===== config.mk =====
export PLATFORM = sky130hd
export DESIGN_NAME = rffe_cfg_regs
export DESIGN_NICKNAME = d
export VERILOG_FILES = /design/src/design/rffe_pkg.sv /design/src/design/rffe_cal_seq.sv /design/src/design/rffe_ant_mux.sv /design/src/design/rffe_cfg_regs.sv
export SDC_FILE = /design/constraint.sdc
export NUM_CORES = 1
export LEC_CHECK = 0
export BUFFER_PORTS_ARGS = -buffer_cell sky130_fd_sc_hd__buf_2
export CELL_PAD_IN_SITES_DETAIL_PLACEMENT = 0
export CELL_PAD_IN_SITES_GLOBAL_PLACEMENT = 1
export CORE_MARGIN = 8
export CORE_UTILIZATION = 30
export CTS_BUF_LIST = sky130_fd_sc_hd__clkbuf_2 sky130_fd_sc_hd__clkbuf_4 sky130_fd_sc_hd__clkbuf_8
export CTS_CLUSTER_SIZE = 40
export DETAILED_ROUTE_END_ITERATION = 8
export GPL_TIMING_DRIVEN = 0
export HOLD_SLACK_MARGIN = 0.05
export PLACE_DENSITY_LB_ADDON = 0.05
export SETUP_SLACK_MARGIN = 0.3
export SYNTH_ARGS = -nofsm -noshare
export SYNTH_HDL_FRONTEND = slang
export SYNTH_SLANG_ARGS = --single-unit

===== constraint.sdc =====
create_clock -name clk_in -period 10.35 [get_ports clk_in]
set_input_delay 2.07 -clock clk_in [delete_from_list [all_inputs] [get_ports clk_in]]
set_output_delay 2.07 -clock clk_in [all_outputs]
set_load 0.03 [all_outputs]

===== src/design/rffe_pkg.sv =====
`default_nettype none
package rffe_pkg;
  // Register addresses on the plain register port
  localparam logic [7:0] RFFE_ADDR_CAL = 8'h26; // Calibration reference register
  localparam logic [7:0] RFFE_ADDR_DPC = 8'h27; // Drive strength configuration
  localparam logic [7:0] RFFE_ADDR_EMD = 8'h28; // Noise error filter control
  localparam logic [7:0] RFFE_ADDR_ANT = 8'h29; // Antenna switch control

  // Calibration reference register fields
  localparam int RFFE_GEAR_HI = 13;
  localparam int RFFE_GEAR_LO = 10;
  localparam int RFFE_LEVEL_HI = 9;
  localparam int RFFE_LEVEL_LO = 0;

  // Drive strength fields
  localparam int RFFE_DPC_HI = 19; // Highest implemented bit
  localparam int RFFE_CCW_LO = 16;
  localparam int RFFE_CMOD_LO = 12;
  localparam int RFFE_RMOD_LO = 8;
  localparam int RFFE_RCW_LO = 4;
  localparam int RFFE_MAX_BIT = 3;
  localparam int RFFE_AMP_HI = 2;
  localparam int RFFE_AMP_LO = 1;
  localparam int RFFE_REF_BIT = 0;

  // Noise error filter fields
  localparam int RFFE_EMD_HI = 9;
  localparam int RFFE_TMR_HI = 9;
  localparam int RFFE_TMR_LO = 8;
  localparam int RFFE_THR_HI = 5;
  localparam int RFFE_THR_LO = 2;
  localparam int RFFE_NOEMD_BIT = 1;
  localparam int RFFE_EN_BIT = 0;
  localparam logic [7:0] RFFE_MIN_NOTIFY_LEN = 8'h04; // Bytes, checksum excluded

  // Antenna switch fields
  localparam int RFFE_ANT_HI = 7;
  localparam int RFFE_INV_BIT = 7;
  localparam int RFFE_AUTO_BIT = 6;
  localparam int RFFE_ARST_BIT = 5;
  localparam int RFFE_RMSEL_BIT = 4;
  localparam int RFFE_SHORT_HI = 3;
  localparam int RFFE_SHORT_LO = 2;
  localparam int RFFE_MODSEL_HI = 1;
  localparam int RFFE_MODSEL_LO = 0;

  // Source select codes for short and modulation outputs
  localparam logic [1:0] RFFE_SEL_ZERO = 2'h0;
  localparam logic [1:0] RFFE_SEL_ONE = 2'h1;
  localparam logic [1:0] RFFE_SEL_ENV = 2'h2;

  // Calibration settle time, least time rounded up to cycles
  localparam int RFFE_CLK_PERIOD_NS = 100;
  localparam int RFFE_CAL_SETTLE_NS = 2000;
  localparam int RFFE_CAL_CYCLES = (RFFE_CAL_SETTLE_NS + RFFE_CLK_PERIOD_NS - 1)
                                   / RFFE_CLK_PERIOD_NS;
  localparam int RFFE_CAL_CNT_W = 5;

  // Calibration sequencer states
  typedef enum logic [2:0] {
    RFFE_CAL_IDLE = 3'b001,
    RFFE_CAL_SETTLE = 3'b010,
    RFFE_CAL_CAPTURE = 3'b100
  } rffe_cal_state_e;
endpackage
`default_nettype wire


===== src/design/rffe_cal_seq.sv =====
`timescale 1ns/10ps
`default_nettype none
module rffe_cal_seq (
  input wire logic clk_in,
  input wire logic rst_in,
  input wire logic start_in,
  input wire logic [9:0] level_in,
  output logic busy_out,
  output logic done_out,
  output logic [9:0] level_out
);
  import rffe_pkg::*;

  rffe_cal_state_e state_r; // Sequencer state
  logic [RFFE_CAL_CNT_W-1:0] cnt_r; // Settle counter

  // State walk; a new start restarts settling so the latest gear wins
  always_ff @(posedge clk_in or posedge rst_in) begin
    if (rst_in) begin
      state_r <= RFFE_CAL_IDLE;
    end else if (start_in) begin
      state_r <= RFFE_CAL_SETTLE;
    end else begin
      case (state_r)
        RFFE_CAL_IDLE: state_r <= RFFE_CAL_IDLE;
        RFFE_CAL_SETTLE: begin
          if (cnt_r == RFFE_CAL_CNT_W'(RFFE_CAL_CYCLES - 1)) begin
            state_r <= RFFE_CAL_CAPTURE;
          end
        end
        RFFE_CAL_CAPTURE: state_r <= RFFE_CAL_IDLE;
        default: state_r <= RFFE_CAL_IDLE;
      endcase
    end
  end

  // Settle count, cleared on every start
  always_ff @(posedge clk_in or posedge rst_in) begin
    if (rst_in) begin
      cnt_r <= '0;
    end else if (start_in || state_r != RFFE_CAL_SETTLE) begin
      cnt_r <= '0;
    end else begin
      cnt_r <= cnt_r + 1'b1;
    end
  end

  // Level is sampled once the front end has settled on the new gear
  always_ff @(posedge clk_in or posedge rst_in) begin
    if (rst_in) begin
      level_out <= '0;
      done_out <= 1'b0;
    end else begin
      done_out <= (state_r == RFFE_CAL_CAPTURE) && !start_in;
      if (state_r == RFFE_CAL_CAPTURE) begin
        level_out <= level_in;
      end
    end
  end

  assign busy_out = (state_r != RFFE_CAL_IDLE);
endmodule
`default_nettype wire


===== src/design/rffe_ant_mux.sv =====
`timescale 1ns/10ps
`default_nettype none
module rffe_ant_mux (
  input wire logic clk_in,
  input wire logic rst_in,
  input wire logic [7:0] ctl_in,
  input wire logic card_mode_in,
  input wire logic alm_in,
  input wire logic tx_active_in,
  input wire logic tx_envelope_in,
  input wire logic rdr_mod_ctl_in,
  output logic ant_short_out,
  output logic ant_mod_out
);
  import rffe_pkg::*;

  // Map a 2-bit source code onto the envelope
  function automatic logic sel_src(input logic [1:0] code, input logic env);
    case (code)
      RFFE_SEL_ZERO: sel_src = 1'b0;
      RFFE_SEL_ONE: sel_src = 1'b1;
      RFFE_SEL_ENV: sel_src = env;
      default: sel_src = ~env;
    endcase
  endfunction

  logic auto_w; // Hardware switching for active modulation
  logic plm_short_w; // Passive short before inversion
  assign auto_w = ctl_in[RFFE_AUTO_BIT];
  assign plm_short_w = sel_src(ctl_in[RFFE_SHORT_HI:RFFE_SHORT_LO], tx_envelope_in);

  // Registered so the analog switches never see decode glitches
  always_ff @(posedge clk_in or posedge rst_in) begin
    if (rst_in) begin
      ant_short_out <= 1'b0;
      ant_mod_out <= 1'b0;
    end else if (!card_mode_in) begin
      ant_short_out <= 1'b0;
      ant_mod_out <= ctl_in[RFFE_RMSEL_BIT] ? rdr_mod_ctl_in : tx_envelope_in;
    end else if (alm_in && ctl_in[RFFE_ARST_BIT]) begin
      ant_short_out <= 1'b0;
      ant_mod_out <= 1'b0;
    end else if (alm_in && auto_w) begin
      ant_short_out <= ~tx_active_in;
      ant_mod_out <= tx_active_in;
    end else begin
      ant_short_out <= plm_short_w ^ (ctl_in[RFFE_INV_BIT] && tx_active_in && !auto_w);
      ant_mod_out <= sel_src(ctl_in[RFFE_MODSEL_HI:RFFE_MODSEL_LO], tx_envelope_in);
    end
  end

  // Passive constant-one short selection
  property p_short_const;
    @(posedge clk_in) disable iff (rst_in)
    card_mode_in && !alm_in && ctl_in[RFFE_SHORT_HI:RFFE_SHORT_LO] == RFFE_SEL_ONE
      && !ctl_in[RFFE_INV_BIT] |=> ant_short_out;
  endproperty
  a_short_const: assert property (p_short_const) else $error("short not one");

  // Passive envelope on modulation output
  property p_mod_env;
    @(posedge clk_in) disable iff (rst_in)
    card_mode_in && !alm_in && ctl_in[RFFE_MODSEL_HI:RFFE_MODSEL_LO] == RFFE_SEL_ENV
      |=> ant_mod_out == $past(tx_envelope_in);
  endproperty
  a_mod_env: assert property (p_mod_env) else $error("mod not envelope");
endmodule
`default_nettype wire


===== src/design/rffe_cfg_regs.sv =====
// Overview of operation
// - Unwritten calibration read starts power-control calibration
// - That read returns gear and reference level
// - Write sets gear, calibration derives level
// - Four 4-bit driver conductance fields held
// - Bit 0 references carrier to supply
// - Max-output bit and 2-bit carrier amplitude
// - Two-bit supervision timer select, 11 reserved
// - Short errored frames below threshold are noise
// - Bit 1: under 4 ignored, else notify
// - Bit 7 inverts card short while sending; code inverts only while bit 6 is clear
// - Bit 6 enables automatic active-modulation switching
// - Bit 5 resets active-modulation antenna settings
// - Bit 4 picks reader-mode modulation source
// - Short select code drives passive short
// - Modulation select code drives passive modulation
// - Gear 4 bits, level 10 bits, reset zero
//
// The plain strobed port was decided locally.
`timescale 1ns/10ps
`default_nettype none
module rffe_cfg_regs (
  input wire logic clk_in,
  input wire logic rst_in,
  // Register port
  input wire logic [7:0] addr_in,
  input wire logic [31:0] wdata_in,
  input wire logic wr_in,
  input wire logic rd_in,
  output logic [31:0] rdata_out,
  // Analog side, asynchronous to clk_in
  input wire logic [3:0] dpc_gear_in,
  input wire logic [9:0] meas_level_in,
  // Same-clock sequencer and transceiver signals
  input wire logic low_power_card_detect_start_in,
  input wire logic card_mode_in,
  input wire logic alm_in,
  input wire logic tx_active_in,
  input wire logic tx_envelope_in,
  input wire logic rdr_mod_ctl_in,
  input wire logic err_frame_in,
  input wire logic [7:0] err_len_in,
  // Calibration control
  output logic [3:0] cal_gear_out,
  output logic [9:0] cal_level_out,
  output logic cal_busy_out,
  // Driver settings
  output logic [3:0] card_carrier_conductance_out,
  output logic [3:0] card_modulation_conductance_out,
  output logic [3:0] reader_modulation_conductance_out,
  output logic [3:0] reader_carrier_conductance_out,
  output logic reader_max_output_select_out,
  output logic [1:0] reader_carrier_amplitude_out,
  output logic carrier_reference_to_supply_out,
  // Disturbance handling
  output logic [2:0] supervision_timer_out,
  output logic noise_drop_out,
  output logic err_notify_out,
  // Antenna switches
  output logic ant_short_out,
  output logic ant_mod_out
);
  import rffe_pkg::*;

  // Register storage, reserved bits not implemented
  logic [RFFE_GEAR_HI-RFFE_GEAR_LO:0] gear_r; // Calibration gear
  logic [RFFE_LEVEL_HI:0] level_r; // Calibration reference level
  logic [RFFE_DPC_HI:0] dpc_r; // Drive strength configuration
  logic [RFFE_EMD_HI:0] emd_r; // Noise error filter control
  logic [RFFE_ANT_HI:0] ant_r; // Antenna switch control
  logic written_r; // Calibration register written since last detection start
  logic [31:0] rdata_r; // Read data for the cycle after a read

  // Synchronisers for the analog-side buses
  logic [3:0] gear_s1_r;
  logic [3:0] gear_s2_r;
  logic [9:0] lvl_s1_r;
  logic [9:0] lvl_s2_r;

  // Decoded accesses
  logic cal_rd_w; // Read of the calibration register
  logic cal_wr_w; // Write of the calibration register
  logic self_cal_w; // Read that calibrates on the present power-control gear
  logic cal_start_w; // Start for the settling sequencer
  logic cal_done_w; // Sequencer captured a level
  logic [9:0] cal_lvl_w; // Level from the sequencer
  logic [7:0] thr_w; // Noise threshold widened to the length width
  logic noise_w; // Errored frame classified as noise

  assign cal_rd_w = rd_in && (addr_in == RFFE_ADDR_CAL);
  assign cal_wr_w = wr_in && (addr_in == RFFE_ADDR_CAL);
  assign self_cal_w = cal_rd_w && !written_r;
  assign cal_start_w = cal_wr_w;

  // Two flops before the analog buses are used; values are quasi-static
  always_ff @(posedge clk_in or posedge rst_in) begin
    if (rst_in) begin
      gear_s1_r <= '0;
      gear_s2_r <= '0;
      lvl_s1_r <= '0;
      lvl_s2_r <= '0;
    end else begin
      gear_s1_r <= dpc_gear_in;
      gear_s2_r <= gear_s1_r;
      lvl_s1_r <= meas_level_in;
      lvl_s2_r <= lvl_s1_r;
    end
  end

  // Settling sequencer for gear-defined calibrations
  rffe_cal_seq u_cal (
    .clk_in(clk_in),
    .rst_in(rst_in),
    .start_in(cal_start_w),
    .level_in(lvl_s2_r),
    .busy_out(cal_busy_out),
    .done_out(cal_done_w),
    .level_out(cal_lvl_w)
  );

  // Written flag; a write in the same cycle as a detection start wins
  always_ff @(posedge clk_in or posedge rst_in) begin
    if (rst_in) begin
      written_r <= 1'b0;
    end else if (cal_wr_w) begin
      written_r <= 1'b1;
    end else if (low_power_card_detect_start_in) begin
      written_r <= 1'b0;
    end
  end

  // Calibration gear and level
  always_ff @(posedge clk_in or posedge rst_in) begin
    if (rst_in) begin
      gear_r <= '0;
      level_r <= '0;
    end else if (self_cal_w) begin
      gear_r <= gear_s2_r;
      level_r <= lvl_s2_r;
    end else begin
      if (cal_wr_w) begin
        gear_r <= wdata_in[RFFE_GEAR_HI:RFFE_GEAR_LO];
      end
      if (cal_done_w) begin
        level_r <= cal_lvl_w;
      end
    end
  end

  // Written level bits are ignored: the device derives the level itself
  assign cal_gear_out = gear_r;
  assign cal_level_out = level_r;

  // Drive strength register
  always_ff @(posedge clk_in or posedge rst_in) begin
    if (rst_in) begin
      dpc_r <= '0;
    end else if (wr_in && addr_in == RFFE_ADDR_DPC) begin
      dpc_r <= wdata_in[RFFE_DPC_HI:0];
    end
  end

  // Driver fields straight from the register flops
  assign card_carrier_conductance_out = dpc_r[RFFE_CCW_LO+3:RFFE_CCW_LO];
  assign card_modulation_conductance_out = dpc_r[RFFE_CMOD_LO+3:RFFE_CMOD_LO];
  assign reader_modulation_conductance_out = dpc_r[RFFE_RMOD_LO+3:RFFE_RMOD_LO];
  assign reader_carrier_conductance_out = dpc_r[RFFE_RCW_LO+3:RFFE_RCW_LO];
  assign reader_max_output_select_out = dpc_r[RFFE_MAX_BIT];
  assign reader_carrier_amplitude_out = dpc_r[RFFE_AMP_HI:RFFE_AMP_LO];
  assign carrier_reference_to_supply_out = dpc_r[RFFE_REF_BIT];

  // Noise error filter register
  always_ff @(posedge clk_in or posedge rst_in) begin
    if (rst_in) begin
      emd_r <= '0;
    end else if (wr_in && addr_in == RFFE_ADDR_EMD) begin
      emd_r <= wdata_in[RFFE_EMD_HI:0];
    end
  end

  // Supervision timer as one-hot; the reserved code selects none
  always_ff @(posedge clk_in or posedge rst_in) begin
    if (rst_in) begin
      supervision_timer_out <= 3'h1;
    end else begin
      case (emd_r[RFFE_TMR_HI:RFFE_TMR_LO])
        2'h0: supervision_timer_out <= 3'h1;
        2'h1: supervision_timer_out <= 3'h2;
        2'h2: supervision_timer_out <= 3'h4;
        default: supervision_timer_out <= 3'h0;
      endcase
    end
  end

  // Lengths exclude checksum bytes; the counting logic upstream strips them
  assign thr_w = {4'h0, emd_r[RFFE_THR_HI:RFFE_THR_LO]};
  assign noise_w = emd_r[RFFE_EN_BIT] && ((err_len_in < thr_w) ||
                   (emd_r[RFFE_NOEMD_BIT] && err_len_in < RFFE_MIN_NOTIFY_LEN));

  // Classify each errored frame: silently dropped or reported
  always_ff @(posedge clk_in or posedge rst_in) begin
    if (rst_in) begin
      noise_drop_out <= 1'b0;
      err_notify_out <= 1'b0;
    end else begin
      noise_drop_out <= err_frame_in && noise_w;
      err_notify_out <= err_frame_in && !noise_w;
    end
  end

  // Antenna switch register
  always_ff @(posedge clk_in or posedge rst_in) begin
    if (rst_in) begin
      ant_r <= '0;
    end else if (wr_in && addr_in == RFFE_ADDR_ANT) begin
      ant_r <= wdata_in[RFFE_ANT_HI:0];
    end
  end

  // Antenna short and modulation output selection
  rffe_ant_mux u_ant (
    .clk_in(clk_in),
    .rst_in(rst_in),
    .ctl_in(ant_r),
    .card_mode_in(card_mode_in),
    .alm_in(alm_in),
    .tx_active_in(tx_active_in),
    .tx_envelope_in(tx_envelope_in),
    .rdr_mod_ctl_in(rdr_mod_ctl_in),
    .ant_short_out(ant_short_out),
    .ant_mod_out(ant_mod_out)
  );

  // Read data valid only in the cycle after the strobe, zero otherwise
  always_ff @(posedge clk_in or posedge rst_in) begin
    if (rst_in) begin
      rdata_r <= '0;
    end else if (!rd_in) begin
      rdata_r <= '0;
    end else begin
      case (addr_in)
        RFFE_ADDR_CAL: begin
          if (self_cal_w) begin
            rdata_r <= {18'h0, gear_s2_r, lvl_s2_r};
          end else begin
            rdata_r <= {18'h0, gear_r, level_r};
          end
        end
        RFFE_ADDR_DPC: rdata_r <= {12'h0, dpc_r};
        RFFE_ADDR_EMD: rdata_r <= {22'h0, emd_r};
        RFFE_ADDR_ANT: rdata_r <= {24'h0, ant_r};
        default: rdata_r <= '0;
      endcase
    end
  end

  assign rdata_out = rdata_r;

  // Unwritten read calibrates on the power-control gear
  property p_self_cal;
    @(posedge clk_in) disable iff (rst_in)
    self_cal_w |=> gear_r == $past(gear_s2_r) && level_r == $past(lvl_s2_r);
  endproperty
  a_self_cal: assert property (p_self_cal) else $error("read did not calibrate");

  // Read returns both gear and level
  property p_self_rdata;
    @(posedge clk_in) disable iff (rst_in)
    self_cal_w |=> rdata_out[RFFE_GEAR_HI:RFFE_GEAR_LO] == $past(gear_s2_r)
      && rdata_out[RFFE_LEVEL_HI:RFFE_LEVEL_LO] == $past(lvl_s2_r);
  endproperty
  a_self_rdata: assert property (p_self_rdata) else $error("bad calibration readback");

  // Write sets gear, marks the register written and starts the sequencer
  property p_wr_gear;
    @(posedge clk_in) disable iff (rst_in)
    cal_wr_w |=> gear_r == $past(wdata_in[RFFE_GEAR_HI:RFFE_GEAR_LO]) && written_r
      && cal_busy_out;
  endproperty
  a_wr_gear: assert property (p_wr_gear) else $error("gear write lost");

  // Uninterrupted calibration ends within 30 cycles after eight quiet cycles
  property p_cal_ends;
    @(posedge clk_in) disable iff (rst_in)
    cal_wr_w ##1 (!cal_wr_w)[*8] |-> ##[1:30] cal_done_w;
  endproperty
  a_cal_ends: assert property (p_cal_ends) else $error("calibration hung");

  // Card and reader carrier conductance fields follow writes
  property p_dpc_wr;
    @(posedge clk_in) disable iff (rst_in)
    wr_in && addr_in == RFFE_ADDR_DPC |=> card_carrier_conductance_out
      == $past(wdata_in[RFFE_CCW_LO+3:RFFE_CCW_LO])
      && reader_carrier_conductance_out == $past(wdata_in[RFFE_RCW_LO+3:RFFE_RCW_LO]);
  endproperty
  a_dpc_wr: assert property (p_dpc_wr) else $error("drive fields stale");

  // Low drive bits follow writes
  property p_dpc_low;
    @(posedge clk_in) disable iff (rst_in)
    wr_in && addr_in == RFFE_ADDR_DPC |=> {reader_max_output_select_out,
      reader_carrier_amplitude_out, carrier_reference_to_supply_out}
      == $past(wdata_in[RFFE_MAX_BIT:RFFE_REF_BIT]);
  endproperty
  a_dpc_low: assert property (p_dpc_low) else $error("low drive bits stale");

  // Reserved timer code selects no timer
  property p_tmr_rsvd;
    @(posedge clk_in) disable iff (rst_in)
    emd_r[RFFE_TMR_HI:RFFE_TMR_LO] == 2'h3 |=> supervision_timer_out == 3'h0;
  endproperty
  a_tmr_rsvd: assert property (p_tmr_rsvd) else $error("reserved timer used");

  // Short errored frames become noise
  property p_noise;
    @(posedge clk_in) disable iff (rst_in)
    err_frame_in && emd_r[RFFE_EN_BIT] && err_len_in < thr_w
      |=> noise_drop_out && !err_notify_out;
  endproperty
  a_noise: assert property (p_noise) else $error("noise not dropped");

  // Long errored frames with bit 1 are reported
  property p_notify;
    @(posedge clk_in) disable iff (rst_in)
    err_frame_in && emd_r[RFFE_NOEMD_BIT] && err_len_in >= RFFE_MIN_NOTIFY_LEN
      && err_len_in >= thr_w |=> err_notify_out && !noise_drop_out;
  endproperty
  a_notify: assert property (p_notify) else $error("error not reported");

  // Reserved noise error filter bits read zero
  property p_rsvd;
    @(posedge clk_in) disable iff (rst_in)
    rd_in && addr_in == RFFE_ADDR_EMD |=> rdata_out[31:RFFE_EMD_HI+1] == 22'h0;
  endproperty
  a_rsvd: assert property (p_rsvd) else $error("reserved bits set");

  // Main scenarios
  c_self_cal: cover property (@(posedge clk_in) disable iff (rst_in) self_cal_w);
  c_wr_cal: cover property (@(posedge clk_in) disable iff (rst_in)
    cal_wr_w ##[1:30] cal_done_w);
  c_noise: cover property (@(posedge clk_in) disable iff (rst_in) noise_drop_out);
  c_notify: cover property (@(posedge clk_in) disable iff (rst_in) err_notify_out);
endmodule
`default_nettype wire


==> results.py <==
metrics = {
    "yosys": {
        "synth.top_cell.area_share": 0.596,
        "synth_sequential_area_ratio": 0.606,
        "yosysTopAreaCell": "dfrtp_1",
        "netlist_area_um2": 5250,
        "ys_warn_count": 0,
        "synth_cells": 413,
        "synthArstFlopShare": 1.00,
        "avgSynthCellArea_um2": 12.7,
        "synthTopCellsByCount": "125 x dfrtp_1, 59 x mux2_2, 34 x nand2_1, 20 x o21ai_0, 17 x a21oi_1",
        "synth-edff-count": 0,
        "synth.most_common_cell": "dfrtp_1",
        "ys_top_cells_by_area": "dfrtp_1 60%, mux2_2 13%, nand2_1 2.4%, mux2i_1 2.1%, o21ai_0 1.9%",
        "ys_types": 48,
        "ys.flop_type": "dfrtp_1",
        "ys_ff_latch": 127,
    },
    "sta": {
        "tns_ps": 0,
        "fin_skew_ps": 9.12,
        "timing_worst_slew_pin_value_ps": 1100,
        "period_share": 0.348,
        "min_period_ps": 3600,
        "hold_ws_ps": 350,
        "hold_viol_final": 0,
        "max_freq_ghz": 0.277,
        "setup_violations": 0,
        "slew_headroom": 0.262,
        "grt_setup_unrepaired": "no",
        "drv_slew": 0,
    },
    "drt": {
        "drc": 0,
        "drt_wl_total_mm": 14.5,
        "drtIter0Drc": 189,
        "wl_per_cell_um": 18.1,
        "first_pass_iters": 4,
        "ant_nets": 0,
        "vias": 3713,
        "via_per_inst": 4.63,
    },
    "die": {
        "die_x_um": 148,
        "core_area_um2": 17200,
        "start_util": 0.305,
        "ios": 147,
        "die_h_um": 148,
        "die-area_um2": 22000,
        "num_rows": 48,
    },
    "power_and_ir_drop": {
        "power.total_mw": 1.10,
        "p_leak_nw": 3.26,
        "p_clk_frac": 0.418,
        "power_frac_comb": 0.100,
        "p_int_mw": 0.828,
        "p_switching_mw": 0.270,
        "powerDensity_nw_per_um2": 166,
        "irDropWorstVdd_mv": 0.0701,
        "swShare": 0.246,
        "pwr-share-seq": 0.482,
    },
    "placed_design": {
        "hpwl_mm": 10.8,
        "place_area_um2": 6210,
        "place.port_buffers": 121,
        "gp_congestion": 0.775,
    },
    "min_path": {
        "min_from": "lvl_s1_r[5]",
        "hp-class": "reg -> reg",
    },
    "global_routing": {
        "grt_max_degree": 89,
        "grt_pass1_wl_mm": 23.0,
        "grt_pass1_vias": 4135,
        "antenna_found_initial": 0,
        "grt_overflow_total": 0,
        "grt_use_total": 0.138,
    },
    "clock_network": {
        "cts_num_sinks": 127,
        "clk_pin_slew_ps": 70,
        "cts_max_path_buffers": 2,
        "cts_buffers": 17,
        "ctsRootBufferMaster": "clkbuf_8",
        "post_cts_buffers": 0,
        "h-tree-depth": 4,
        "cts_hold_buffers": 0,
        "clk_latency_ps": 440,
        "ctsResizeCount": 0,
        "cts_tree": "built",
    },
    "critical_path": {
        "end_kind": "register",
        "reg2reg_slack_ps": 8280,
        "r2r_start": "written_r",
        "path_delay_family": "simple AND/OR/NAND/NOR gates",
        "crit_type": "in -> reg",
        "path_cells": "buf_2 > nor4b_2 > nand3_1 > mux2_2",
        "cpPeakStageDelay_ps": 640,
        "crit_buf_inv": 1,
        "required_ps": 10670,
        "critPathMaxFanout": 10,
        "cp.arrival_ps": 3920,
        "startpoint": "addr_in[4]",
        "start_kind": "input port",
        "slowest_stage": "nor4b_2",
    },
    "finish": {
        "final_area_um2": 6630,
        "fin_util": 0.386,
        "drive_above_1_share": 0.414,
        "diodes": 0,
        "syn_to_final_growth_pct": 26.4,
        "fin_nets": 642,
        "fillers": 1714,
    },
    "outcome": {
        "status": "complete, no violations",
    },
    "run": {
        "max-cap-violations": 0,
    },
}
[registers in the layout, indices dropped and copies added (netlist names), 5 cells and up]
signal           cells
rdata_out           20
dpc_r               20
lvl_s2_r            10
lvl_s1_r            10
u_cal.level_out     10
ant_r                8
emd_r               10
u_cal.cnt_r          5
cal_level_out       10
[cell families after synthesis]
group                    Yosys count  share of synthesized area
AO/OA/AOI/OAI                     73                     0.0885
XOR/XNOR                           5                    0.00835
adder cells (fa/ha/maj)            4                    0.00954
buffers and inverters             41                     0.0417
flip-flops                       127                      0.606
multiplexers                      70                      0.148
other                              1                   0.000715
AND/OR/NAND/NOR                   92                     0.0973
[layout make-up]
type	instances	area, µm²	share of cell area
inverters	11	46.3	0.00698
multi-input cells	256	1890	0.285
clock buffers	25	319	0.0481
repair buffers	122	633	0.0955
well taps	225	282	0.0425
plain buffers	30	178	0.0268
clock inverters	6	105	0.0158
flip-flops and latches	127	3180	0.480
[power by group through the flow]
stage	Clock [mW]	Sequential, mW	Combinational, mW
after global placement	0	0.539	0.109
after detailed placement	0	0.539	0.112
after floorplan	0	0.557	0.0484
after CTS	0.474	0.530	0.112
final	0.459	0.530	0.109
after global routing	0.498	0.532	0.120
[placed cells by master (no fill, tap or decap), types with 4 or more instances in the layout]
cell and instances:
ha_1 4, clkbuf_1 10, buf_2 124, buf_4 12
a21o_1 5, mux2i_1 11, conb_1 12, nand3_1 7
and3_1 9, nor2_1 14, clkbuf_8 21, inv_1 10
o22ai_1 4, clkbuf_4 4, mux2_2 59, o21ai_0 20
nor2b_1 5, dfrtp_1 125, nand2_1 34, a21oi_1 17
a22oi_1 6, a2bb2oi_1 5
[worst reg2reg max path: cells and delay by family, from the launching register on]
family,cells,cell delay (ps)
AND/OR/NAND/NOR,1,190
flip-flops,1,350
AO/OA/AOI/OAI,2,310
multiplexers,1,440
buffers and inverters,1,590
[through the flow]
stage          std cells  setup slack (ps)
2_1_floorplan        424              4900
3_3_place_gp         770              3200
3_5_place_dp         771              6280
4_1_cts              802              6760
5_1_grt              802              6650
6_report             802              6750
[per-layer routing]
| layer | vias up | global-route usage | part of all wire |
|---|---|---|---|
| met3 | 13 | 0.0565 | 0.074 |
| li1 | 1744 | - | - |
| met4 | 0 | 0.0449 | 0.0091 |
| met5 | - | 0 | 0 |
| met2 | 132 | 0.213 | 0.46 |
| met1 | 1824 | 0.171 | 0.46 |
[final timing paths]
path | to | depth (start not counted)
setup / recovery | emd_r[6] | 4
hold / removal | lvl_s2_r[5] | 0
setup reg to reg | rdata_out[4] | 5
hold reg to reg | lvl_s2_r[5] | 0
max in group asynchronous | emd_r[7] | 3
min in group asynchronous | supervision_timer_out[1] | 2
Note: power is estimated with default switching activity, not from simulation.
